**config.mk**
```make
export PLATFORM = sky130hd
export DESIGN_NAME = efmr_top
export DESIGN_NICKNAME = d
export VERILOG_FILES = /design/src/efmr_pkg.sv /design/src/efmr_ahb_if.sv /design/src/efmr_chan.sv /design/src/efmr_top.sv
export SDC_FILE = /design/constraint.sdc
export NUM_CORES = 1
export LEC_CHECK = 0
export ABC_AREA = 1
export BUFFER_PORTS_ARGS = -buffer_cell sky130_fd_sc_hd__buf_2
export CORE_UTILIZATION = 55
export CTS_CLUSTER_DIAMETER = 80
export DETAILED_ROUTE_END_ITERATION = 10
export GPL_ROUTABILITY_DRIVEN = 0
export PLACE_DENSITY = 0.83
export SYNTH_ARGS = -nofsm -noshare
export SYNTH_HDL_FRONTEND = slang
export SYNTH_SLANG_ARGS = --single-unit
```
**constraint.sdc**
```tcl
create_clock -name clk -period 5.8 [get_ports clk]
set_input_delay 1.16 -clock clk [delete_from_list [all_inputs] [get_ports clk]]
set_output_delay 1.16 -clock clk [all_outputs]
set_load 0.03 [all_outputs]
```
**src/efmr_pkg.sv**
```systemverilog
// Constants shared by the exception flag and channel selection block.
// Assumes a 32-bit AHB-Lite register bus; registers sit at four times their index.

package efmr_pkg;

  ////////////////////////////////////////////////////////////////////////////
  // Widths
  localparam int unsigned EFMR_EXC_W = 24;
  localparam int unsigned EFMR_LOW_W = 16;
  localparam int unsigned EFMR_BYTE_W = 8;
  localparam int unsigned EFMR_SRC_W = 7;
  localparam int unsigned EFMR_DATA_W = 32;

  ////////////////////////////////////////////////////////////////////////////
  // Register indices, byte address is the index times four
  localparam logic [5:0] EFMR_IDX_PEND_UPPER = 6'h12;
  localparam logic [5:0] EFMR_IDX_SEL_A_LOW = 6'h14;
  localparam logic [5:0] EFMR_IDX_SEL_A_MID = 6'h15;
  localparam logic [5:0] EFMR_IDX_SEL_A_HIGH = 6'h16;
  localparam logic [5:0] EFMR_IDX_SEL_B_LOW = 6'h18;
  localparam logic [5:0] EFMR_IDX_SEL_B_MID = 6'h19;
  localparam logic [5:0] EFMR_IDX_SEL_B_HIGH = 6'h1A;
  localparam logic [7:0] EFMR_ADDR_PEND_UPPER = {EFMR_IDX_PEND_UPPER, 2'b00};
  localparam logic [7:0] EFMR_ADDR_SEL_A_LOW = {EFMR_IDX_SEL_A_LOW, 2'b00};
  localparam logic [7:0] EFMR_ADDR_SEL_A_MID = {EFMR_IDX_SEL_A_MID, 2'b00};
  localparam logic [7:0] EFMR_ADDR_SEL_A_HIGH = {EFMR_IDX_SEL_A_HIGH, 2'b00};
  localparam logic [7:0] EFMR_ADDR_SEL_B_LOW = {EFMR_IDX_SEL_B_LOW, 2'b00};
  localparam logic [7:0] EFMR_ADDR_SEL_B_MID = {EFMR_IDX_SEL_B_MID, 2'b00};
  localparam logic [7:0] EFMR_ADDR_SEL_B_HIGH = {EFMR_IDX_SEL_B_HIGH, 2'b00};

  ////////////////////////////////////////////////////////////////////////////
  // Field positions inside the upper pending byte (exception n sits at n - 16)
  localparam int unsigned EFMR_BIT_BAD_MEM_ADDR = 0;
  localparam int unsigned EFMR_BIT_ILLEGAL_USAGE = 1;
  localparam int unsigned EFMR_BIT_BAD_OPERAND = 2;
  localparam int unsigned EFMR_BIT_SERIAL_FAULT = 3;
  localparam int unsigned EFMR_BIT_SYNTH_UNLOCKED = 4;
  localparam int unsigned EFMR_BIT_RX_FRAME_CUT = 5;
  localparam int unsigned EFMR_BIT_RX_MOVE_TIMEOUT = 6;
  localparam int unsigned EFMR_BIT_UNUSED = 7;

  ////////////////////////////////////////////////////////////////////////////
  // Reset values
  localparam logic [7:0] EFMR_PEND_RESET = 8'h00;
  localparam logic [23:0] EFMR_SEL_RESET = 24'h000000;

  ////////////////////////////////////////////////////////////////////////////
  // Bus encodings
  localparam logic [1:0] EFMR_HTRANS_NONSEQ = 2'b10;
  localparam logic [2:0] EFMR_HSIZE_WORD = 3'b010;
  localparam logic EFMR_HRESP_OKAY = 1'b0;

endpackage

```
**src/efmr_ahb_if.sv**
```systemverilog
// AHB-Lite slave front end: captures word address phases, yields strobes.
// Assumes one slave on the bus; writes take no wait state, reads take one.
`timescale 1ns/1ps

module efmr_ahb_if
  import efmr_pkg::*;
#(
  parameter int unsigned HADDR_W = 8
) (
  // Clock and reset
  input wire logic clk,
  input wire logic rst,
  // Bus address phase
  input wire logic hsel,
  input wire logic [HADDR_W-1:0] haddr,
  input wire logic [1:0] htrans,
  input wire logic hwrite,
  input wire logic [2:0] hsize,
  input wire logic hready,
  output logic hreadyout,
  // Data phase strobes toward the register file
  output logic wr_en,
  output logic rd_en,
  output logic [HADDR_W-1:0] acc_addr
);

  initial begin
    if (HADDR_W < 7) begin
      $error("HADDR_W too small for the register map");
    end
  end

  typedef struct packed {
    logic wr;
    logic rd;
    logic [HADDR_W-1:0] addr;
  } efmr_ahb_state_t;

  efmr_ahb_state_t s_q, s_d;
  logic accept;

  ////////////////////////////////////////////////////////////////////////////
  // Only whole-word singles act; other sizes still get OKAY but do nothing
  assign accept = hsel && hready && (htrans == EFMR_HTRANS_NONSEQ) && (hsize == EFMR_HSIZE_WORD);

  always_comb begin
    s_d = s_q;
    s_d.wr = accept && hwrite;
    s_d.rd = accept && !hwrite;
    if (accept) begin
      s_d.addr = haddr;
    end
  end

  always_ff @(posedge clk or posedge rst) begin
    if (rst) begin
      s_q <= '0;
    end else begin
      s_q <= s_d;
    end
  end

  // One wait state lets read data come from a flip-flop
  assign hreadyout = !s_q.rd;
  assign wr_en = s_q.wr;
  assign rd_en = s_q.rd;
  assign acc_addr = s_q.addr;

  ////////////////////////////////////////////////////////////////////////////
  property p_read_wait;
    @(posedge clk) disable iff (rst) (accept && !hwrite) |=> !hreadyout ##1 hreadyout;
  endproperty
  a_read_wait: assert property (p_read_wait) else $error("read wait state wrong");

  property p_write_no_wait;
    @(posedge clk) disable iff (rst) (accept && hwrite) |=> (hreadyout && wr_en);
  endproperty
  a_write_no_wait: assert property (p_write_no_wait) else $error("write stalled");

endmodule

```
**src/efmr_chan.sv**
```systemverilog
// One indication channel: selected and complementary outputs from a selection word.
// Assumes exception events are one-cycle pulses on the same clock.
`timescale 1ns/1ps

module efmr_chan
  import efmr_pkg::*;
#(
  parameter int unsigned EXC_W = EFMR_EXC_W
) (
  // Clock and reset
  input wire logic clk,
  input wire logic rst,
  // Exceptions and selection
  input wire logic [EXC_W-1:0] exc_event,
  input wire logic [EXC_W-1:0] select_word,
  // Indications
  output logic ind,
  output logic comp_ind
);

  initial begin
    if (EXC_W != EFMR_EXC_W) begin
      $error("EXC_W must match the selection word width");
    end
  end

  typedef struct packed {
    logic ind;
    logic comp_ind;
  } efmr_chan_state_t;

  efmr_chan_state_t s_q, s_d;

  always_comb begin
    s_d = s_q;
    s_d.ind = |(exc_event & select_word);
    s_d.comp_ind = |(exc_event & ~select_word);
  end

  always_ff @(posedge clk or posedge rst) begin
    if (rst) begin
      s_q <= '0;
    end else begin
      s_q <= s_d;
    end
  end

  assign ind = s_q.ind;
  assign comp_ind = s_q.comp_ind;

  ////////////////////////////////////////////////////////////////////////////
  property p_both_quiet;
    @(posedge clk) disable iff (rst) (exc_event == '0) |=> (!ind && !comp_ind);
  endproperty
  a_both_quiet: assert property (p_both_quiet) else $error("indication without exception");

endmodule

```
**src/efmr_top.sv**
```systemverilog
// Exception pending flags 16..23 and channel A/B selection words, with
// selected and complementary indications per channel, behind AHB-Lite.
// Assumes exception events are one-cycle pulses from logic on clk; the pin
// multiplexer outside picks which indication drives each pin.
//
// What this block does
// - Pending bits 23..16 in fixed exception order
// - Upper pending byte resets to zero
// - Channel A word from three byte registers
// - Channel B word from three byte registers
// - Selection bit n maps exception n
// - Channel A indicates selected exceptions
// - Channel B indicates selected exceptions
// - Complementary outputs indicate masked exceptions
// - All six selection bytes reset zero
`timescale 1ns/1ps

module efmr_top
  import efmr_pkg::*;
#(
  parameter int unsigned HADDR_W = 8
) (
  // Clock and reset
  input wire logic clk,
  input wire logic rst,
  // AHB-Lite slave
  input wire logic hsel,
  input wire logic [HADDR_W-1:0] haddr,
  input wire logic [1:0] htrans,
  input wire logic hwrite,
  input wire logic [2:0] hsize,
  input wire logic [EFMR_DATA_W-1:0] hwdata,
  input wire logic hready,
  output logic hreadyout,
  output logic hresp,
  output logic [EFMR_DATA_W-1:0] hrdata,
  // Exception events, one-cycle pulses
  input wire logic [EFMR_LOW_W-1:0] exc_low_event,
  input wire logic [EFMR_SRC_W-1:0] exc_upper_event,
  // Indications toward the pin multiplexer
  output logic chan_a_ind,
  output logic chan_a_comp_ind,
  output logic chan_b_ind,
  output logic chan_b_comp_ind
);

  initial begin
    if (HADDR_W < 7) begin
      $error("HADDR_W too small for the register map");
    end
  end

  typedef struct packed {
    logic [EFMR_BYTE_W-1:0] pend;
    logic [EFMR_EXC_W-1:0] sel_a;
    logic [EFMR_EXC_W-1:0] sel_b;
    logic [EFMR_DATA_W-1:0] rdata;
  } efmr_regs_t;

  efmr_regs_t s_q, s_d;
  logic wr_en;
  logic rd_en;
  logic [HADDR_W-1:0] acc_addr;
  logic [EFMR_BYTE_W-1:0] pend_set;
  logic [EFMR_EXC_W-1:0] exc_all;

  ////////////////////////////////////////////////////////////////////////////
  // Bus front end
  efmr_ahb_if #(
    .HADDR_W(HADDR_W)
  ) u_ahb (
    .clk(clk),
    .rst(rst),
    .hsel(hsel),
    .haddr(haddr),
    .htrans(htrans),
    .hwrite(hwrite),
    .hsize(hsize),
    .hready(hready),
    .hreadyout(hreadyout),
    .wr_en(wr_en),
    .rd_en(rd_en),
    .acc_addr(acc_addr)
  );

  assign hresp = EFMR_HRESP_OKAY;

  ////////////////////////////////////////////////////////////////////////////
  // Event vector: exception 23 has no source, so its flag never rises
  assign pend_set = {1'b0, exc_upper_event};
  assign exc_all = {pend_set, exc_low_event};

  function automatic logic [EFMR_DATA_W-1:0] read_word(
    input logic [HADDR_W-1:0] addr,
    input efmr_regs_t r
  );
    logic [EFMR_BYTE_W-1:0] b;
    b = '0;
    if (addr == HADDR_W'(EFMR_ADDR_PEND_UPPER)) begin
      b = r.pend;
    end else if (addr == HADDR_W'(EFMR_ADDR_SEL_A_LOW)) begin
      b = r.sel_a[7:0];
    end else if (addr == HADDR_W'(EFMR_ADDR_SEL_A_MID)) begin
      b = r.sel_a[15:8];
    end else if (addr == HADDR_W'(EFMR_ADDR_SEL_A_HIGH)) begin
      b = r.sel_a[23:16];
    end else if (addr == HADDR_W'(EFMR_ADDR_SEL_B_LOW)) begin
      b = r.sel_b[7:0];
    end else if (addr == HADDR_W'(EFMR_ADDR_SEL_B_MID)) begin
      b = r.sel_b[15:8];
    end else if (addr == HADDR_W'(EFMR_ADDR_SEL_B_HIGH)) begin
      b = r.sel_b[23:16];
    end
    return {24'h000000, b};
  endfunction

  ////////////////////////////////////////////////////////////////////////////
  // Register file
  always_comb begin
    s_d = s_q;
    if (wr_en) begin
      if (acc_addr == HADDR_W'(EFMR_ADDR_PEND_UPPER)) begin
        s_d.pend = s_q.pend & hwdata[7:0];
      end else if (acc_addr == HADDR_W'(EFMR_ADDR_SEL_A_LOW)) begin
        s_d.sel_a[7:0] = hwdata[7:0];
      end else if (acc_addr == HADDR_W'(EFMR_ADDR_SEL_A_MID)) begin
        s_d.sel_a[15:8] = hwdata[7:0];
      end else if (acc_addr == HADDR_W'(EFMR_ADDR_SEL_A_HIGH)) begin
        s_d.sel_a[23:16] = hwdata[7:0];
      end else if (acc_addr == HADDR_W'(EFMR_ADDR_SEL_B_LOW)) begin
        s_d.sel_b[7:0] = hwdata[7:0];
      end else if (acc_addr == HADDR_W'(EFMR_ADDR_SEL_B_MID)) begin
        s_d.sel_b[15:8] = hwdata[7:0];
      end else if (acc_addr == HADDR_W'(EFMR_ADDR_SEL_B_HIGH)) begin
        s_d.sel_b[23:16] = hwdata[7:0];
      end
    end
    // Set after the clear, so an event in the clearing cycle survives
    s_d.pend = s_d.pend | pend_set;
    if (rd_en) begin
      s_d.rdata = read_word(acc_addr, s_q);
    end
  end

  always_ff @(posedge clk or posedge rst) begin
    if (rst) begin
      s_q.pend <= EFMR_PEND_RESET;
      s_q.sel_a <= EFMR_SEL_RESET;
      s_q.sel_b <= EFMR_SEL_RESET;
      s_q.rdata <= '0;
    end else begin
      s_q <= s_d;
    end
  end

  assign hrdata = s_q.rdata;

  ////////////////////////////////////////////////////////////////////////////
  // Channels: registered from the same edge that sets the flags
  efmr_chan #(
    .EXC_W(EFMR_EXC_W)
  ) u_chan_a (
    .clk(clk),
    .rst(rst),
    .exc_event(exc_all),
    .select_word(s_q.sel_a),
    .ind(chan_a_ind),
    .comp_ind(chan_a_comp_ind)
  );

  efmr_chan #(
    .EXC_W(EFMR_EXC_W)
  ) u_chan_b (
    .clk(clk),
    .rst(rst),
    .exc_event(exc_all),
    .select_word(s_q.sel_b),
    .ind(chan_b_ind),
    .comp_ind(chan_b_comp_ind)
  );

  ////////////////////////////////////////////////////////////////////////////
  // Checks
  logic pend_wr;
  assign pend_wr = wr_en && (acc_addr == HADDR_W'(EFMR_ADDR_PEND_UPPER));

  property p_unused_low;
    @(posedge clk) disable iff (rst) s_q.pend[EFMR_BIT_UNUSED] == 1'b0;
  endproperty
  a_unused_low: assert property (p_unused_low) else $error("unused flag set");

  property p_event_sets;
    @(posedge clk) disable iff (rst)
      (exc_upper_event != '0) |=>
        ((s_q.pend[6:0] & $past(exc_upper_event)) == $past(exc_upper_event));
  endproperty
  a_event_sets: assert property (p_event_sets) else $error("event flag not set");

  property p_pend_reset;
    @(posedge clk) $past(rst) |-> (s_q.pend == EFMR_PEND_RESET);
  endproperty
  a_pend_reset: assert property (p_pend_reset) else $error("flags not zero after reset");

  property p_sel_reset;
    @(posedge clk) $past(rst) |-> (s_q.sel_a == EFMR_SEL_RESET && s_q.sel_b == EFMR_SEL_RESET);
  endproperty
  a_sel_reset: assert property (p_sel_reset) else $error("select not zero after reset");

  property p_write_clears;
    @(posedge clk) disable iff (rst)
      (pend_wr && exc_upper_event == '0) |=> (s_q.pend == ($past(s_q.pend) & $past(hwdata[7:0])));
  endproperty
  a_write_clears: assert property (p_write_clears) else $error("flag clear wrong");

  property p_flags_hold;
    @(posedge clk) disable iff (rst)
      (!pend_wr && exc_upper_event == '0) |=> $stable(s_q.pend);
  endproperty
  a_flags_hold: assert property (p_flags_hold) else $error("flag changed alone");

  property p_sel_a_high;
    @(posedge clk) disable iff (rst)
      (wr_en && acc_addr == HADDR_W'(EFMR_ADDR_SEL_A_HIGH)) |=>
        (s_q.sel_a[23:16] == $past(hwdata[7:0]) && $stable(s_q.sel_a[15:0]));
  endproperty
  a_sel_a_high: assert property (p_sel_a_high) else $error("select A high byte wrong");

  property p_sel_b_mid;
    @(posedge clk) disable iff (rst)
      (wr_en && acc_addr == HADDR_W'(EFMR_ADDR_SEL_B_MID)) |=>
        (s_q.sel_b[15:8] == $past(hwdata[7:0]) && $stable(s_q.sel_a));
  endproperty
  a_sel_b_mid: assert property (p_sel_b_mid) else $error("select B mid byte wrong");

  property p_ind_a;
    @(posedge clk) disable iff (rst) (|(exc_all & s_q.sel_a)) |=> chan_a_ind;
  endproperty
  a_ind_a: assert property (p_ind_a) else $error("channel A missed exception");

  property p_ind_b;
    @(posedge clk) disable iff (rst) (|(exc_all & s_q.sel_b)) == 1'b0 |=> !chan_b_ind;
  endproperty
  a_ind_b: assert property (p_ind_b) else $error("channel B spurious indication");

  property p_comp_a;
    @(posedge clk) disable iff (rst) (|(exc_all & ~s_q.sel_a)) |=> chan_a_comp_ind;
  endproperty
  a_comp_a: assert property (p_comp_a) else $error("complement A missed masked exception");

  property p_flag_with_ind;
    @(posedge clk) disable iff (rst)
      (exc_upper_event[EFMR_BIT_RX_FRAME_CUT] && s_q.sel_b[21]) |=>
        (s_q.pend[EFMR_BIT_RX_FRAME_CUT] && chan_b_ind);
  endproperty
  a_flag_with_ind: assert property (p_flag_with_ind) else $error("indication late");

  property p_read_pend;
    @(posedge clk) disable iff (rst)
      (rd_en && acc_addr == HADDR_W'(EFMR_ADDR_PEND_UPPER)) |=>
        (hrdata == {24'h000000, $past(s_q.pend)} && hreadyout);
  endproperty
  a_read_pend: assert property (p_read_pend) else $error("flag read wrong");

  property p_ind_b_hit;
    @(posedge clk) disable iff (rst) (|(exc_all & s_q.sel_b)) |=> chan_b_ind;
  endproperty
  a_ind_b_hit: assert property (p_ind_b_hit) else $error("channel B missed exception");

  property p_comp_b;
    @(posedge clk) disable iff (rst) (|(exc_all & ~s_q.sel_b)) |=> chan_b_comp_ind;
  endproperty
  a_comp_b: assert property (p_comp_b) else $error("complement B missed exception");

  property p_ind_a_quiet;
    @(posedge clk) disable iff (rst) (|(exc_all & s_q.sel_a)) == 1'b0 |=> !chan_a_ind;
  endproperty
  a_ind_a_quiet: assert property (p_ind_a_quiet) else $error("channel A spurious");

  property p_comp_a_quiet;
    @(posedge clk) disable iff (rst) (|(exc_all & ~s_q.sel_a)) == 1'b0 |=> !chan_a_comp_ind;
  endproperty
  a_comp_a_quiet: assert property (p_comp_a_quiet) else $error("complement A spurious");

  property p_write_one_keeps;
    @(posedge clk) disable iff (rst)
      (pend_wr && hwdata[7:0] == 8'hFF) |=> (s_q.pend == ($past(s_q.pend) | $past(pend_set)));
  endproperty
  a_write_one_keeps: assert property (p_write_one_keeps) else $error("flag moved");

  property p_sel_a_low;
    @(posedge clk) disable iff (rst)
      (wr_en && acc_addr == HADDR_W'(EFMR_ADDR_SEL_A_LOW)) |=>
        (s_q.sel_a[7:0] == $past(hwdata[7:0]) && $stable(s_q.sel_b));
  endproperty
  a_sel_a_low: assert property (p_sel_a_low) else $error("select A low byte wrong");

  c_clear_race: cover property (@(posedge clk) disable iff (rst)
    pend_wr && (exc_upper_event & ~hwdata[6:0]) != '0);
  c_comp_b: cover property (@(posedge clk) disable iff (rst) chan_b_comp_ind);
  c_both_a: cover property (@(posedge clk) disable iff (rst) chan_a_ind && chan_a_comp_ind);
  c_read_sel: cover property (@(posedge clk) disable iff (rst)
    rd_en && acc_addr == HADDR_W'(EFMR_ADDR_SEL_B_HIGH));

endmodule

```
==> results of run 1 <==
## logic make-up after synthesis
logic type / share of synthesized area
AO/OA/AOI/OAI: 0.134
other: 0.000879
multiplexers: 0.00264
AND/OR/NAND/NOR: 0.263
buffers and inverters: 0.141
flip-flops: 0.458
## worst max-delay path, delay by kind of cell (launching register included)
kind / cells / cell delay (ns)
buffers and inverters: 2 / 0.37
DFF: 1 / 0.63
## synthesized netlist by cell type
cell type and count:
nand4_2 1, buf_6 1, nor2_2 2, nand2_2 4, nor2_1 45, nor2_4 2, nand3_1 49, o211ai_1 1
nor3b_1 1, nor2_8 2, inv_1 70, o2111ai_1 2, nor4_1 5, mux2_2 1, o21ai_0 16, nor3_1 4
dfrtp_1 78, or2_2 9, o21bai_1 1, nand2_1 117, inv_2 10, clkbuf_1 5, nand2_4 1, buf_4 33
o22ai_1 18, buf_2 5, nand4_1 5, o21ai_1 56, a221oi_1 1, a21oi_1 8, conb_1 1, o221ai_1 2
## state kept, by name (all words and copies together) (netlist names)
name	count
u_ahb.wr_en	1
u_chan_a.comp_ind	1
hrdata	8
u_chan_b.comp_ind	1
u_ahb.rd_en	1
s_q	56
u_chan_a.ind	1
u_chan_b.ind	1
u_ahb.acc_addr	8
## area by class of cell
type,count,area [sq um],share of cell area
multi-input cells,378,1800,0.383
clock buffers,13,149,0.0316
repair buffers,62,313,0.0665
inverters,80,300,0.0638
flip-flops and latches,78,1950,0.415
clock inverters,3,67.6,0.0144
well taps,99,124,0.0263
## cells in the final DEF, fill, tap and decap left out, types with 3 or more instances in the layout
master,instances
inv_2,11
clkbuf_8,10
nand2_2,4
nor3_1,4
nand3_1,49
nand4_1,5
o22ai_1,18
o21ai_0,16
or2_2,9
clkbuf_1,3
o21ai_1,56
nor2_1,45
nor4_1,5
conb_1,25
buf_2,61
dfrtp_1,78
inv_1,69
a21oi_1,8
nand2_1,117
## power by group
part	switching [mW]	internal, mW
Combinational	0.0968	0.0363
Clock	0.193	0.255
Sequential	0.00791	0.558
Total	0.298	0.849
## per-layer routing
layer | GRT usage | part of all wire
met5 | 0 | 0
met4 | 0.147 | 0.046
met3 | 0.0389 | 0.10
met2 | 0.440 | 0.46
met1 | 0.393 | 0.39
## stage by stage
stage                     hold WS, ns   util  setup WS (ns)
after global placement          0.465  0.609           3.28
final                           0.490  0.639           3.29
after global routing            0.512  0.639           3.23
after floorplan                 0.445      -           2.64
after CTS                       0.491  0.639           3.30
after detailed placement        0.473  0.609           3.26
## worst max path at each step
stage | from | end | slack [ns]
after floorplan | rst | hrdata[0] | 2.64
after global placement | hsize[0] | u_ahb.acc_addr[6] | 3.28
after detailed placement | hsize[0] | u_ahb.acc_addr[6] | 3.26
after CTS | u_ahb.rd_en | hreadyout | 3.30
after global routing | u_ahb.rd_en | hreadyout | 3.23
final | u_ahb.rd_en | hreadyout | 3.29
==> impl_metrics.env, run 1 <==
export IMPL_postSynthAreaPerCell_sq_um=7.67
export IMPL_critPathMaxFanout=15
export IMPL_finalNonFillerCells=713
export IMPL_totalWireLength_mm=11.0
export IMPL_maxCapViolCount=0
export IMPL_min_period_ns=2.51
export IMPL_ff2ff_setup_slack_ns=3.74
export IMPL_dieHeight_um=90.1
export IMPL_finalMaxSlewViolations=0
export IMPL_drive_above_1_share=0.176
export IMPL_ctsHoldBuffers=0
export IMPL_vdd_drop_max_mv=0.149
export IMPL_min_to="s_q[80]"
export IMPL_grtUsageTotal=0.285
export IMPL_cts_root_buf="clkbuf_8"
export IMPL_postPlaceCellArea_sq_um=4490
export IMPL_critPathSlowestCell="dfrtp_1"
export IMPL_worstSkewPairLatency_ns=0.35
export IMPL_crit_path_start_kind="register"
export IMPL_setup_tns_ns=0
export IMPL_seq_area_frac_synth=0.458
export IMPL_slew_headroom=0.363
export IMPL_grt_max_degree=79
export IMPL_clock_path_buffers=2
export IMPL_yosysUniqueCellTypes=32
export IMPL_cts_buffers=9
export IMPL_cp_cell_sequence="inv_1 > buf_2"
export IMPL_grt_pass1_wl_mm=17.9
export IMPL_grt_overflow=0
export IMPL_portBuffers=61
export IMPL_synth_seq_cells=78
export IMPL_required_ns=4.64
export IMPL_io_pin_count=111
export IMPL_drc=0
export IMPL_r2r_end="s_q[43]"
export IMPL_setup_viol=0
export IMPL_ant_nets=0
export IMPL_worstMarginPinSlew_ns=0.955
export IMPL_finClkSkew_ns=0.00888
export IMPL_finalNetCount=682
export IMPL_netlist_instances=556
export IMPL_vias=3985
export IMPL_syn_area_sq_um=4270
export IMPL_drtIter0Drc=463
export IMPL_worstHoldStart="s_q[80]"
export IMPL_cts_sinks=78
export IMPL_area_delta_synth_final_pct=10.3
export IMPL_viasPerCell=5.59
export IMPL_routedWlPerCell_um=15.5
export IMPL_cts_tree="done"
export IMPL_min_period_over_period=0.433
export IMPL_dr_pass1_iters=6
export IMPL_antenna_found_initial=0
export IMPL_initial_utilization=0.579
export IMPL_grt_pass1_vias=3670
export IMPL_yosys_warnings=0
export IMPL_path_class="register to output pin"
export IMPL_critPathArrivalTime_ns=1.35
export IMPL_post_cts_resized=0
export IMPL_place_inst=697
export IMPL_hold_viol=0
export IMPL_rsz0062_at_grt="false"
export IMPL_timing_rr_start="u_ahb.acc_addr[4]"
export IMPL_antenna_cells=0
export IMPL_synth_top_area_frac=0.458
export IMPL_post_cts_buffers=0
export IMPL_clk_pin_slew_worst_paths_ns=0.08
export IMPL_rows=31
export IMPL_netlist_top_cell_by_area="dfrtp_1"
export IMPL_total_power_mw=1.15
export IMPL_max_freq_mhz=399
export IMPL_coreArea_sq_um=7370
export IMPL_design_area_sq_um=4710
export IMPL_p_per_area_nw_per_um2=244
export IMPL_dieArea_sq_um=8110
export IMPL_reg2regPathDepth=6
export IMPL_nFillCells=656
export IMPL_synth_area_top_cells="dfrtp_1 46%, nand2_1 10%, o21ai_1 6.6%"
export IMPL_outcome="finished clean"
export IMPL_hold_depth=2
export IMPL_die_w_um=90.1
export IMPL_hpwl_mm=8.21
export IMPL_leakagePower_nw=2.78
export IMPL_endpoint_kind="output pin"
export IMPL_hp_class="register to register"
export IMPL_slowest_delay_ns=0.63
export IMPL_h_tree_depth=3
(Power assumes the default switching activity.)
==> run 2: changes to the inputs <==
--- a/config.mk
+++ b/config.mk
@@ -7,11 +7,11 @@
 export LEC_CHECK = 0
 export ABC_AREA = 1
 export BUFFER_PORTS_ARGS = -buffer_cell sky130_fd_sc_hd__buf_2
-export CORE_UTILIZATION = 55
+export CORE_UTILIZATION = 48
 export CTS_CLUSTER_DIAMETER = 80
 export DETAILED_ROUTE_END_ITERATION = 10
 export GPL_ROUTABILITY_DRIVEN = 0
-export PLACE_DENSITY = 0.83
+export PLACE_DENSITY = 0.76
 export SYNTH_ARGS = -nofsm -noshare
 export SYNTH_HDL_FRONTEND = slang
 export SYNTH_SLANG_ARGS = --single-unit
==> constraint.sdc (replaced) <==
create_clock -name clk -period 2.29 [get_ports clk]
set_input_delay 0.458 -clock clk [delete_from_list [all_inputs] [get_ports clk]]
set_output_delay 0.458 -clock clk [all_outputs]
set_load 0.03 [all_outputs]
==> impl_metrics.env, run 2 (same netlist as run 1, synthesis figures left out) <==
export IMPL_outcome="finished clean"
export IMPL_grt_pass1_wl_mm=17.9
export IMPL_dieHeight_um=96.3
export IMPL_setup_tns_ns=0
export IMPL_max_freq_mhz=548
export IMPL_critPathMaxFanout=15
export IMPL_post_cts_buffers=0
export IMPL_critPathArrivalTime_ns=1.37
export IMPL_setup_viol=0
export IMPL_grt_overflow=0
export IMPL_endpoint_kind="output pin"
export IMPL_die_w_um=96.3
export IMPL_ctsHoldBuffers=0
export IMPL_clk_pin_slew_worst_paths_ns=0.08
export IMPL_hold_ws_ns=0.155
export IMPL_finalMaxSlewViolations=0
export IMPL_routedWlPerCell_um=15.6
export IMPL_cp_cell_sequence="inv_1 > buf_2"
export IMPL_vdd_drop_max_mv=0.315
export IMPL_grt_pass1_vias=3772
export IMPL_maxCapViolCount=0
export IMPL_final_common_cell="nand2_1"
export IMPL_hpwl_mm=8.41
export IMPL_viasPerCell=5.45
export IMPL_required_ns=1.83
export IMPL_finish_utilization=0.546
export IMPL_min_period_over_period=0.797
export IMPL_slew_headroom=0.614
export IMPL_critPathSlowestCell="dfrtp_1"
export IMPL_regMostFlops="s_q"
export IMPL_finalNetCount=687
export IMPL_initial_utilization=0.491
export IMPL_portBuffers=61
export IMPL_finClkSkew_ns=0.00832
export IMPL_path_class="register to output pin"
export IMPL_drc=0
export IMPL_final_cell_mix="117 x nand2_1, 78 x dfrtp_1, 69 x inv_1, 61 x buf_2, 56 x o21ai_1"
export IMPL_coreArea_sq_um=8680
export IMPL_totalWireLength_mm=11.3
export IMPL_cp_top_family="flip-flops"
export IMPL_vias=3959
export IMPL_crit_path_start_kind="register"
export IMPL_min_period_ns=1.83
export IMPL_h_tree_depth=3
export IMPL_leakagePower_nw=2.79
export IMPL_cts_root_buf="clkbuf_8"
export IMPL_clock_path_buffers=2
export IMPL_io_pin_count=111
export IMPL_ant_nets=0
export IMPL_cts_sinks=78
export IMPL_p_per_area_nw_per_um2=592
export IMPL_worstMarginPinSlew_ns=0.573
export IMPL_largest_register_ffs=56
export IMPL_dieArea_sq_um=9270
export IMPL_worstSkewPairLatency_ns=0.37
export IMPL_rsz0062_at_grt="false"
export IMPL_post_cts_resized=0
export IMPL_antenna_cells=0
export IMPL_cts_tree="done"
export IMPL_hold_viol=0
export IMPL_dr_pass1_iters=5
export IMPL_grtUsageTotal=0.266
export IMPL_cts_buffers=9
export IMPL_rows=34
export IMPL_antenna_found_initial=0
export IMPL_grt_max_degree=52
export IMPL_hp_class="input port to asynchronous set/reset pin"
export IMPL_drive_above_1_share=0.183
export IMPL_slowest_delay_ns=0.63
export IMPL_drtIter0Drc=372
export IMPL_critPathBufInv=2
export IMPL_area_delta_synth_final_pct=11.1
[run 2: per-layer routing]
layer	wire length [um]	global-route usage
met5	0	0
met2	4920	0.408
met4	527	0.133
met3	1070	0.0837
met1	4810	0.338
[run 2: final timing paths]
path                            slack [ns]  cells after the start              start     endpoint
max in group asynchronous             1.83                      3                rst      s_q[47]
worst min register to register        0.49                      2            s_q[81]      s_q[81]
min in group clk                      0.26                      2             hwrite  u_ahb.rd_en
worst min-delay path                  0.15                      3                rst      s_q[58]
worst max-delay path                  0.46                      2        u_ahb.rd_en    hreadyout
worst max register to register        0.48                      6  u_ahb.acc_addr[4]      s_q[41]
[run 2: worst min-delay path, stage by stage]
cell and delay [ns]:
buf_2 0.11, clkinvlp_4 0.08, buf_12 0.25
[run 2: cell type report]
type | instances | area, sq um
fillers | 828 | 3940
repair buffers | 67 | 363
multi-input cells | 378 | 1800
well taps | 108 | 135
inverters | 80 | 304
flip-flops and latches | 78 | 1950
clock buffers | 12 | 135
clock inverters | 4 | 47.5
[run 2: stage by stage]
step           area, sq um  setup slack (ns)  std cells  power, mW
6_report              4740             0.465        727       2.80
5_1_grt               4740             0.265        727       2.92
4_1_cts               4740             0.466        727       2.81
3_5_place_dp          4550             0.528        711       1.80
3_3_place_gp          4550             0.599        711       1.79
2_1_floorplan         4360             0.872        580       1.74
[run 2: power by group]
| group | internal (mW) | switching, mW | leakage (nW) |
|---|---|---|---|
| registers | 1.41 | 0.0189 | 0.756 |
| logic | 0.0964 | 0.246 | 1.94 |
| clock network | 0.502 | 0.529 | 0.0904 |
==> run 3: changes to the inputs <==
--- a/config.mk
+++ b/config.mk
@@ -7,11 +7,11 @@
 export LEC_CHECK = 0
 export ABC_AREA = 1
 export BUFFER_PORTS_ARGS = -buffer_cell sky130_fd_sc_hd__buf_2
-export CORE_UTILIZATION = 48
+export CORE_UTILIZATION = 53
 export CTS_CLUSTER_DIAMETER = 80
 export DETAILED_ROUTE_END_ITERATION = 10
 export GPL_ROUTABILITY_DRIVEN = 0
-export PLACE_DENSITY = 0.76
+export PLACE_DENSITY = 0.8
 export SYNTH_ARGS = -nofsm -noshare
 export SYNTH_HDL_FRONTEND = slang
 export SYNTH_SLANG_ARGS = --single-unit
==> constraint.sdc (replaced) <==
create_clock -name clk -period 1.9 [get_ports clk]
set_input_delay 0.38 -clock clk [delete_from_list [all_inputs] [get_ports clk]]
set_output_delay 0.38 -clock clk [all_outputs]
set_load 0.03 [all_outputs]
==> impl_metrics.env, run 3 (same netlist as run 1, synthesis figures left out) <==
export IMPL_leakagePower_nw=2.83
export IMPL_total_power_mw=3.62
export IMPL_slew_headroom=0.501
export IMPL_final_cell_mix="117 x nand2_1, 78 x dfrtp_1, 69 x inv_1, 61 x buf_2, 56 x o21ai_1"
export IMPL_grt_max_degree=79
export IMPL_drtIter0Drc=437
export IMPL_vdd_drop_max_mv=0.355
export IMPL_p_int_mw=2.69
export IMPL_cts_buffers=9
export IMPL_hold_viol=0
export IMPL_die_w_um=91.7
export IMPL_hold_ws_ns=0.0998
export IMPL_worstMarginPinSlew_ns=0.741
export IMPL_final_common_cell="nand2_1"
export IMPL_grt_overflow=0
export IMPL_critPathArrivalTime_ns=1.97
export IMPL_antenna_found_initial=0
export IMPL_path_class="register to register"
export IMPL_drive_above_1_share=0.191
export IMPL_h_tree_depth=3
export IMPL_clock_path_buffers=2
export IMPL_coreArea_sq_um=7770
export IMPL_worstSkewPairLatency_ns=0.36
export IMPL_dieHeight_um=91.7
export IMPL_initial_utilization=0.549
export IMPL_crit_path_start_kind="register"
export IMPL_finClkSkew_ns=0.0107
export IMPL_cts_sinks=78
export IMPL_setup_viol=0
export IMPL_p_per_area_nw_per_um2=752
export IMPL_outcome="finished clean"
export IMPL_rsz0062_at_grt="false"
export IMPL_maxCapViolCount=0
export IMPL_vias=3981
export IMPL_post_cts_buffers=0
export IMPL_cts_tree="done"
export IMPL_dieArea_sq_um=8410
export IMPL_max_freq_mhz=577
export IMPL_largest_register_ffs=56
export IMPL_portBuffers=61
export IMPL_hp_class="input port to asynchronous set/reset pin"
export IMPL_power_switching_mw=0.930
export IMPL_area_delta_synth_final_pct=12.9
export IMPL_antenna_cells=0
export IMPL_regMostFlops="s_q"
export IMPL_dr_pass1_iters=6
export IMPL_clk_pin_slew_worst_paths_ns=0.08
export IMPL_min_period_over_period=0.912
export IMPL_finalNetCount=691
export IMPL_routedWlPerCell_um=15.6
export IMPL_viasPerCell=5.49
export IMPL_ctsHoldBuffers=0
export IMPL_required_ns=2.13
export IMPL_min_period_ns=1.73
export IMPL_totalWireLength_mm=11.3
export IMPL_grt_pass1_wl_mm=18.1
export IMPL_ff2ff_setup_slack_ns=0.17
export IMPL_setup_tns_ns=0
export IMPL_hpwl_mm=8.52
export IMPL_grtUsageTotal=0.283
export IMPL_io_pin_count=111
export IMPL_ant_nets=0
export IMPL_seq_power_share=0.477
export IMPL_endpoint_kind="register"
export IMPL_combPwrFrac=0.113
export IMPL_slowest_delay_ns=0.38
export IMPL_p_sw_frac=0.257
export IMPL_finalMaxSlewViolations=0
export IMPL_post_cts_resized=0
export IMPL_power_frac_clock=0.410
export IMPL_cp_cell_sequence="inv_2 > nand2_2 > nor2_2 > nand2_2 > inv_2 > nand2_1 > nand2_1 > o21ai_1"
export IMPL_cts_root_buf="clkbuf_8"
export IMPL_grt_pass1_vias=3774
export IMPL_critPathSlowestCell="dfrtp_1"
export IMPL_drc=0
export IMPL_rows=32
export IMPL_critPathMaxFanout=16
## run 3: final cells by class
type,instances,area [sq um]
fill,665,2950
sequential,78,1950
multi-input combinational,378,1800
timing repair buffer,71,393
inverter,80,304
clock buffer,10,128
tap,102,128
clock inverter,6,110
## run 3: worst max-delay path, delay by kind of cell, from the launching register on
kind / cells / cell delay, ns
buffers and inverters: 2 / 0.15
AO/OA/AOI/OAI: 1 / 0.08
flip-flops: 1 / 0.38
AND/OR/NAND/NOR: 5 / 0.99
## run 3: power groups by stage
| stage | sequential (mW) | combinational [mW] | clock (mW) |
|---|---|---|---|
| 2_1_floorplan | 1.75 | 0.346 | 0 |
| 3_5_place_dp | 1.76 | 0.408 | 0 |
| 5_1_grt | 1.73 | 0.449 | 1.56 |
| 6_report | 1.73 | 0.409 | 1.48 |
| 3_3_place_gp | 1.76 | 0.393 | 0 |
| 4_1_cts | 1.73 | 0.409 | 1.49 |
## run 3: metrics by stage
| step | worst slack [ns] | cells | area [sq um] | util |
|---|---|---|---|---|
| finish | 0.166 | 725 | 4810 | 0.620 |
| global route | 0.00498 | 725 | 4810 | 0.620 |
| CTS | 0.174 | 725 | 4810 | 0.620 |
| detailed placement | 0.191 | 709 | 4580 | 0.589 |
| global placement | 0.294 | 709 | 4580 | 0.589 |
| floorplan | 0.482 | 580 | 4360 | - |
## run 3: path summary, 6_finish.rpt
kind / start / to / cells after the start
max: u_ahb.acc_addr[7] / s_q[56] / 8
min: rst / s_q[48] / 3
max reg2reg: u_ahb.acc_addr[7] / s_q[56] / 8
min reg2reg: s_q[84] / s_q[84] / 2
max in group asynchronous: rst / s_q[35] / 3
min in group clk: hwrite / u_ahb.rd_en / 2
## run 3: metal layers
metal  wire (um)  vias up  global-route usage
met5           0        -                   0
met4         460        0               0.155
met1        4550     1826               0.368
met3        1000       45              0.0498
li1            -     1870                   -
met2        5270      240               0.449
